### src/verilog/drup_pkg.sv
// Package for the DRAM user request port: command codes, widths, timing.
// Assumes nothing of its surroundings; imported by every design file.
package drup_pkg;
	localparam logic [2:0] CMD_WRITE = 3'h0;
	localparam logic [2:0] CMD_READ = 3'h1;
	localparam int ADDR_W = 28;
	localparam int DATA_W = 128;
	localparam int MASK_W = DATA_W / 8;
	localparam int ERR_W = 8;
	localparam int BEATS = 2;
	localparam int BANKS = 4;
	localparam int RD_SLOTS = 4;
	localparam int WR_SLOTS = 4;
	localparam int MEM_WORDS = 16;
	// Calibration time in ns, converted to user clock cycles
	localparam int CAL_TIME_NS = 2000;
	localparam int CLK_PERIOD_NS = 10;
	localparam int CAL_CYCLES = (CAL_TIME_NS + CLK_PERIOD_NS - 1) / CLK_PERIOD_NS;
	localparam int PERIODIC_INTERVAL = 64;
	localparam int SERVICE_CYCLES = 3;
	localparam logic [1:0] CAL_RESET = 2'h0;
	typedef enum logic [2:0] {
		DRUP_IDLE = 3'b001,
		DRUP_SERVE = 3'b010,
		DRUP_PERIODIC = 3'b100
	} drup_state_t;
endpackage

### src/verilog/drup_store_if.sv
// Interface between the request port and its storage array.
// Assumes one clock shared by both sides.
`timescale 1ns/1ps
interface drup_store_if;
	import drup_pkg::*;
	logic wrEn;
	logic [3:0] wrIdx;
	logic [DATA_W-1:0] wrData;
	logic [MASK_W-1:0] wrMask;
	logic [3:0] rdIdx;
	logic [DATA_W-1:0] rdData;
	logic [ERR_W-1:0] rdErr;
	modport port(output wrEn, wrIdx, wrData, wrMask, rdIdx, input rdData, rdErr);
	modport store(input wrEn, wrIdx, wrData, wrMask, rdIdx, output rdData, rdErr);
endinterface

### src/verilog/drup_store.sv
// Flip-flop backing store standing in for the external array.
// Assumes mask bit set means byte is kept; error flags come from a test input.
`timescale 1ns/1ps
module drup_store
	import drup_pkg::*;
(
	// Clock
	input wire logic clock,
	// Access
	drup_store_if.store st,
	input wire logic [ERR_W-1:0] injectErr
);
	logic [DATA_W-1:0] mem [MEM_WORDS];
	logic [DATA_W-1:0] merged;
	always_comb begin
		merged = mem[st.wrIdx];
		for (int b = 0; b < MASK_W; b++) begin
			if (!st.wrMask[b]) begin
				merged[b*8 +: 8] = st.wrData[b*8 +: 8];
			end
		end
	end
	always_ff @(posedge clock) begin
		if (st.wrEn) begin
			mem[st.wrIdx] <= merged;
		end
	end
	// Double-bit errors pass data through uncorrected
	assign st.rdData = mem[st.rdIdx];
	assign st.rdErr = injectErr;
endmodule // drup_store

### src/verilog/drup_user_port.sv
// User request port of the DRAM controller: handshake, buffering, read return.
// Assumes requester logic on the same clock; the store module models the array.
// Notes on behaviour
// - Flat address space; read and write data are buffered inside the port.
// - Request taken only when strobe and accept both high; else retried.
// - Command 001 is read, 000 is write.
// - Accept low before calibration, banks full, buffers full, periodic read.
// - Priority-boosted requests are served before normal ones.
// - Write word taken only when write ready and write valid both high.
// - Read valid high exactly when read data holds a valid word.
// - Read last beat marks the final word of each read.
// - User clock is a quarter of DRAM clock; memory clock also provided.
// - Calibration done rises once calibration finishes.
// - Error flags appear with read valid, non-zero on double-bit errors.
// - Data with double-bit errors is returned uncorrected.
// - Optional reordering of pending requests.
// - Reset is active high for the user port.
`timescale 1ns/1ps
module drup_user_port
	import drup_pkg::*;
#(
	parameter bit REORDER = 1'b1
) (
	// Clocks and reset
	input wire logic clock,
	input wire logic clockMem,
	input wire logic rst_n,
	input wire logic userReset,
	// Request
	input wire logic requestStrobe,
	input wire logic [2:0] requestCommand,
	input wire logic [ADDR_W-1:0] requestAddress,
	input wire logic reservedSizeInput,
	input wire logic priorityBoost,
	output logic requestAccept,
	// Write data
	input wire logic [DATA_W-1:0] writePayload,
	input wire logic [MASK_W-1:0] writeByteMask,
	input wire logic writePayloadValid,
	input wire logic writeLastBeat,
	output logic writeFifoReady,
	// Read data
	output logic [DATA_W-1:0] readReturnData,
	output logic readReturnValid,
	output logic readLastBeat,
	output logic [ERR_W-1:0] uncorrectableErrorFlags,
	// Status and model hooks
	input wire logic [ERR_W-1:0] injectErr,
	output logic calibrationDone
);
	drup_store_if st();
	drup_store u_store (
		.clock(clock),
		.st(st),
		.injectErr(injectErr)
	);

	// clockMem only feeds serialisers beyond this block
	logic memClockUnused;
	assign memClockUnused = clockMem;

	// Both resets hold the port; user reset is active high
	logic resetAll;
	assign resetAll = !rst_n || userReset;

	// Bank machines: one pending request each
	logic [BANKS-1:0] bValid_reg, bValid_next;
	logic [BANKS-1:0] bRead_reg, bRead_next;
	logic [BANKS-1:0] bHi_reg, bHi_next;
	logic [3:0] bAddr_reg [BANKS], bAddr_next [BANKS];
	logic [2:0] wrCnt_reg, wrCnt_next;
	logic [DATA_W-1:0] wData_reg [WR_SLOTS], wData_next [WR_SLOTS];
	logic [MASK_W-1:0] wMask_reg [WR_SLOTS], wMask_next [WR_SLOTS];
	logic [2:0] wWords_reg, wWords_next;
	logic [2:0] rdOut_reg, rdOut_next;
	logic [11:0] calCnt_reg, calCnt_next;
	logic calDone_reg, calDone_next;
	logic [6:0] perCnt_reg, perCnt_next;
	drup_state_t state_reg, state_next;
	logic [1:0] svc_reg, svc_next;
	logic [1:0] sel_reg, sel_next;
	logic beat_reg, beat_next;
	logic accept_reg, accept_next;
	logic wfReady_reg, wfReady_next;
	logic [DATA_W-1:0] rData_reg, rData_next;
	logic rValid_reg, rValid_next;
	logic rLast_reg, rLast_next;
	logic [ERR_W-1:0] rErr_reg, rErr_next;

	logic take, isRead, freeBank, wordIn, pick, pickHi;
	logic [1:0] freeIdx, pickIdx;

	always_comb begin
		freeBank = 1'b0;
		freeIdx = 2'h0;
		for (int i = BANKS - 1; i >= 0; i--) begin
			if (!bValid_reg[i]) begin
				freeBank = 1'b1;
				freeIdx = 2'(i);
			end
		end
		// Lowest index first, boosted requests win when reordering
		pick = 1'b0;
		pickHi = 1'b0;
		pickIdx = 2'h0;
		for (int i = BANKS - 1; i >= 0; i--) begin
			// A write waiting for its data must not block serviceable requests
			if (bValid_reg[i] && (bRead_reg[i] || wWords_reg >= 3'(BEATS))) begin
				if (!pick || !REORDER || (bHi_reg[i] && !pickHi) || bHi_reg[i] == pickHi) begin
					if (!(REORDER && pickHi && !bHi_reg[i])) begin
						pick = 1'b1;
						pickHi = bHi_reg[i];
						pickIdx = 2'(i);
					end
				end
			end
		end
	end

	assign isRead = (requestCommand == CMD_READ);
	assign take = requestStrobe && accept_reg;
	assign wordIn = writePayloadValid && wfReady_reg;

	always_comb begin
		bValid_next = bValid_reg;
		bRead_next = bRead_reg;
		bHi_next = bHi_reg;
		bAddr_next = bAddr_reg;
		wData_next = wData_reg;
		wMask_next = wMask_reg;
		wWords_next = wWords_reg;
		wrCnt_next = wrCnt_reg;
		rdOut_next = rdOut_reg;
		calCnt_next = calCnt_reg;
		calDone_next = calDone_reg;
		perCnt_next = perCnt_reg + 7'h1;
		state_next = state_reg;
		svc_next = svc_reg;
		sel_next = sel_reg;
		beat_next = beat_reg;
		rValid_next = 1'b0;
		rLast_next = 1'b0;
		rData_next = rData_reg;
		rErr_next = '0;
		st.wrEn = 1'b0;
		st.wrIdx = bAddr_reg[sel_reg];
		st.wrData = wData_reg[0];
		st.wrMask = wMask_reg[0];
		st.rdIdx = bAddr_reg[sel_reg];

		if (calCnt_reg != 12'(CAL_CYCLES)) begin
			calCnt_next = calCnt_reg + 12'h1;
		end else begin
			calDone_next = 1'b1;
		end

		if (wordIn) begin
			wData_next[wWords_reg[1:0]] = writePayload;
			wMask_next[wWords_reg[1:0]] = writeByteMask;
			wWords_next = wWords_reg + 3'h1;
		end

		if (take) begin
			bValid_next[freeIdx] = 1'b1;
			bRead_next[freeIdx] = isRead;
			bHi_next[freeIdx] = priorityBoost;
			bAddr_next[freeIdx] = requestAddress[3:0];
			if (isRead) begin
				rdOut_next = rdOut_next + 3'h1;
			end else begin
				wrCnt_next = wrCnt_next + 3'h1;
			end
		end

		unique case (state_reg)
			DRUP_IDLE: begin
				if (perCnt_reg == 7'(PERIODIC_INTERVAL - 1)) begin
					state_next = DRUP_PERIODIC;
					svc_next = 2'h0;
				end else if (pick && (bRead_reg[pickIdx] || wWords_reg >= 3'(BEATS))) begin
					state_next = DRUP_SERVE;
					sel_next = pickIdx;
					beat_next = 1'b0;
				end
			end
			DRUP_SERVE: begin
				if (bRead_reg[sel_reg]) begin
					rValid_next = 1'b1;
					rData_next = st.rdData;
					rErr_next = st.rdErr;
					rLast_next = beat_reg;
				end else begin
					st.wrEn = !beat_reg;
					if (beat_reg) begin
						for (int i = 0; i < WR_SLOTS - BEATS; i++) begin
							wData_next[i] = wData_next[i + BEATS];
							wMask_next[i] = wMask_next[i + BEATS];
						end
						wWords_next = wWords_next - 3'(BEATS);
						wrCnt_next = wrCnt_next - 3'h1;
					end
				end
				beat_next = !beat_reg;
				if (beat_reg) begin
					bValid_next[sel_reg] = 1'b0;
					if (bRead_reg[sel_reg]) begin
						rdOut_next = rdOut_next - 3'h1;
					end
					state_next = DRUP_IDLE;
				end
			end
			DRUP_PERIODIC: begin
				svc_next = svc_reg + 2'h1;
				perCnt_next = 7'h0;
				if (svc_reg == 2'(SERVICE_CYCLES - 1)) begin
					state_next = DRUP_IDLE;
				end
			end
		endcase

		// Accept is registered; the read limit and write ready keep a margin of one, while write requests and banks may fill to capacity
		accept_next = calDone_next && (state_next != DRUP_PERIODIC) && freeBank
			&& (bValid_next != {BANKS{1'b1}})
			&& !(isRead && rdOut_next >= 3'(RD_SLOTS - 1))
			&& !(!isRead && wrCnt_next >= 3'(WR_SLOTS / BEATS));
		wfReady_next = calDone_next && (wWords_next <= 3'(WR_SLOTS - 2));
	end

	always_ff @(posedge clock) begin
		if (resetAll) begin
			bValid_reg <= '0;
			bRead_reg <= '0;
			bHi_reg <= '0;
			for (int i = 0; i < BANKS; i++) begin
				bAddr_reg[i] <= 4'h0;
			end
			for (int i = 0; i < WR_SLOTS; i++) begin
				wData_reg[i] <= '0;
				wMask_reg[i] <= '0;
			end
			wWords_reg <= 3'h0;
			wrCnt_reg <= 3'h0;
			rdOut_reg <= 3'h0;
			calCnt_reg <= 12'h0;
			calDone_reg <= 1'b0;
			perCnt_reg <= 7'h0;
			state_reg <= DRUP_IDLE;
			svc_reg <= CAL_RESET;
			sel_reg <= 2'h0;
			beat_reg <= 1'b0;
			accept_reg <= 1'b0;
			wfReady_reg <= 1'b0;
			rData_reg <= '0;
			rValid_reg <= 1'b0;
			rLast_reg <= 1'b0;
			rErr_reg <= '0;
		end else begin
			bValid_reg <= bValid_next;
			bRead_reg <= bRead_next;
			bHi_reg <= bHi_next;
			bAddr_reg <= bAddr_next;
			wData_reg <= wData_next;
			wMask_reg <= wMask_next;
			wWords_reg <= wWords_next;
			wrCnt_reg <= wrCnt_next;
			rdOut_reg <= rdOut_next;
			calCnt_reg <= calCnt_next;
			calDone_reg <= calDone_next;
			perCnt_reg <= perCnt_next;
			state_reg <= state_next;
			svc_reg <= svc_next;
			sel_reg <= sel_next;
			beat_reg <= beat_next;
			accept_reg <= accept_next;
			wfReady_reg <= wfReady_next;
			rData_reg <= rData_next;
			rValid_reg <= rValid_next;
			rLast_reg <= rLast_next;
			rErr_reg <= rErr_next;
		end
	end

	assign requestAccept = accept_reg;
	assign writeFifoReady = wfReady_reg;
	assign readReturnData = rData_reg;
	assign readReturnValid = rValid_reg;
	assign readLastBeat = rLast_reg;
	assign uncorrectableErrorFlags = rErr_reg;
	assign calibrationDone = calDone_reg;
endmodule // drup_user_port

### config.mk
export PLATFORM = sky130hd
export DESIGN_NAME = drup_user_port
export DESIGN_NICKNAME = d
export VERILOG_FILES = /design/src/verilog/drup_pkg.sv /design/src/verilog/drup_store_if.sv /design/src/verilog/drup_store.sv /design/src/verilog/drup_user_port.sv
export SDC_FILE = /design/constraint.sdc
export NUM_CORES = 2
export LEC_CHECK = 0
export ABC_AREA = 1
export BUFFER_PORTS_ARGS = -buffer_cell sky130_fd_sc_hd__buf_2
export CAP_MARGIN = 20
export CORE_MARGIN = 5
export CORE_UTILIZATION = 25
export DETAILED_ROUTE_END_ITERATION = 16
export PLACE_DENSITY_LB_ADDON = 0.2
export SYNTH_ARGS = -nofsm -noshare
export SYNTH_HDL_FRONTEND = slang
export SYNTH_SLANG_ARGS = --single-unit
### constraint.sdc
create_clock -name clock -period 11.3 [get_ports clock]
set_input_delay 1.695 -clock clock [delete_from_list [all_inputs] [get_ports clock]]
set_output_delay 1.695 -clock clock [all_outputs]
set_load 0.03 [all_outputs]
==> qor.csv <==
metric,value,unit
Final #Nets,11217,
syn avg cell area,9.742,sq um
vias in the first global route,71807,
Mapped Nets,11135,
Die Height,662.5,um
number of port buffers,305,
worst rel slew slack,23.98,%
"Top FF cell, synth",edfxtp_1,
worst skew pair latency,0.91,ns
achievable clock frequency,167.6,MHz
setup violators final,0,
"setup slack, reg-to-reg",5.33,ns
number of hold buffers added after CTS,0,
1st-pass router iterations,8,
first-pass GRT wire length,509500,um
final worst path period need,5.967,ns
terminus of the critical flop-to-flop path,u_store.mem[14][47],
Seq cells post-synth,2541,
post-route cell area,122900,sq um
Top reg by flops,u_store.mem,
Antenna Nets Post-Route,0,
post-synth top area share,57.79,%
Crit path required time,11.83,ns
antenna violations before repair,18,
Setup TNS,0,ns
proportion of layout cells with a drive suffix above 1,8.201,%
Via-to-Cell Ratio,4.434,
"Max FO, Critical Path",151,
synthesized cell area,106400,sq um
Avg WL per Cell,20.91,um
status,finished clean,
fill count,44799,
DIE AREA,438800,sq um
total overflow reported by the global router,0,
hold worst-path end,perCnt_reg[0],
commonest cells in the netlist,"4742 x nand2_1, 2048 x edfxtp_1, 1056 x nand3_1",
clock transition at the registers of the reported paths,0.06,ns
worst r2r src,sel_reg[0],
RSZ-0062 raised after global routing,no,
synth-to-layout area growth,15.44,%
Largest register FFs,2048,
Starting Density,25.10,%
Final period util,52.81,%
WP data arrival,6.50,ns
register area,71370,sq um
"FFs w/ async S/R, synth",0,%
GRT Total Usage,15.45,%
Mapped Cells,10924,
Worst Skew,0.05050,ns
Synth area leader,edfxtp_1,
most frequent cell after synthesis,nand2_1,
CTS tree,yes,
Final Max Slew Viols,0,
DP HPWL,180100,um
hold path cells,1,
Routed WL,353600,um
max cap viols,0,
"Cell Area, Placed",113500,sq um
critical path class,flop to flop,
Max VDD drop,0.1095,mV
critical path launch point type,flop,
H-tree Lvls,5,
area of the multi-input gates,31040,sq um
final hold vios,0,
worst r2r path cells,15,
Root Driver,clkbuf_16,
# DRC,0,
post-CTS sizing,0,
measured slew at the worst slew-check pin,1.133,ns
largest net degree at the start of global routing,180,
die width,662.5,um
total CTS buffers,298,
"EDFF count, synth",2048,
Via Count,74985,
Yosys cell types,31,
postcts setup bufs,0,
row cnt,239,
sequential fraction of the synthesis area,67.06,%
Hold Crit Class,flop to flop,
I/O pins,333,
Core ar.,424000,sq um
largest cells by area after synthesis,"edfxtp_1 58%, nand2_1 17%, dfxtp_1 9.3%",
hold_sp,perCnt_reg[0],
Bufs on Longest Clock Path,4,
gpl congestion,0.7082,
Setup crit end kind,flop,
synth warn,0,
number of DRC markers in iteration 0,5199,
power density cells,156.9,nW/um^2
Leakage,53.42,nW
clk sinks,2541,
## placed cells by master, fill, tap and decap left out, types with 3 or more instances in the layout
cell and n:
a211oi_1 3, a21oi_1 453, buf_12 29, buf_2 305, buf_4 145, bufinv_16 8, clkbuf_1 100, clkbuf_16 302
clkbuf_4 5, clkbuf_8 19, clkinv_1 35, clkinv_2 39, clkinvlp_4 3, dfxtp_1 493, diode_2 8, edfxtp_1 2048
ha_1 19, inv_1 250, inv_16 6, inv_2 3, inv_6 16, inv_8 3, nand2_1 4740, nand2_8 3
nand3_1 1056, nand3b_1 5, nand4_1 7, nor2_1 499, nor2_4 23, nor3_1 10, o21ai_0 459, o21ai_1 129
or2_2 3, xnor2_1 3, xor2_1 4
## stage by stage
step | utilization, % | hold WS [ns] | setup WS, ns | power (mW) | instances
detailed placement | 26.76 | 0.4417 | 5.314 | 10.28 | 16339
CTS | 28.91 | 0.4490 | 5.271 | 19.55 | 16875
global placement | 26.75 | 0.4326 | 5.276 | 10.28 | 16335
finish | 28.97 | 0.4468 | 5.333 | 19.27 | 16913
global route | 28.97 | 0.4792 | 4.875 | 19.92 | 16911
floorplan | - | 0.4176 | 3.894 | 10.20 | 10924
## area by class of cell
| cell class | count | area share (%) |
|---|---|---|
| clock inverters | 112 | 0.7587 |
| well taps | 5663 | 5.767 |
| flip-flops and latches | 2541 | 58.09 |
| clock buffers | 424 | 6.678 |
| diodes | 8 | 0.01629 |
| repair buffers | 482 | 2.633 |
| inverters | 255 | 0.7913 |
| multi-input cells | 7428 | 25.27 |
## logic make-up (layout without fill, tap and decap cells)
kind of cell             Yosys count  count (layout)  share of synthesized area [%]
AO/OA/AOI/OAI                   1048            1048                          4.944
XOR/XNOR                           7               7                        0.05761
adder cells (fa/ha/maj)           19              19                         0.2234
buffers and inverters            955            1273                          3.984
flip-flops                      2541            2541                          67.06
other                              0               8                              0
AND/OR/NAND/NOR                 6354            6354                          23.73
## worst max-delay path: stages (launching register included)
cell and delay [ns]:
dfxtp_1 0.58, inv_1 0.23, nand2_1 0.11, nand2_1 0.13, nand2_8 0.46, buf_12 0.65, buf_4 0.73, buf_4 0.87
nand3_1 0.15, nand2_1 0.12, nand2_1 0.05, nand2_1 0.09, nand2_1 0.05, nand2_1 0.11, nor2_1 0.11, o21ai_1 0.85
## power by group
group | switching, mW | internal (mW)
Sequential | 0.000603 | 9.97
Clock | 3.92 | 5.27
Combinational | 0.0811 | 0.0301
## how the worst max path moves through the flow
stage / slack [ns] / end / start
6_report: 5.33 / u_store.mem[14][47] / sel_reg[0]
5_1_grt: 4.88 / u_store.mem[10][41] / sel_reg[0]
4_1_cts: 5.27 / u_store.mem[8][74] / sel_reg[0]
3_5_place_dp: 5.31 / u_store.mem[4][74] / sel_reg[0]
3_3_place_gp: 5.28 / u_store.mem[0][74] / sel_reg[0]
2_1_floorplan: 3.89 / u_store.mem[4][0] / sel_reg[1]
## routing by layer
layer	routed length (um)	global-route usage (%)
met1	157400	20.18
met5	69	0
met4	12200	5.232
met2	169100	26.08
met3	14770	2.382
Power figures use the tool's default switching activity.
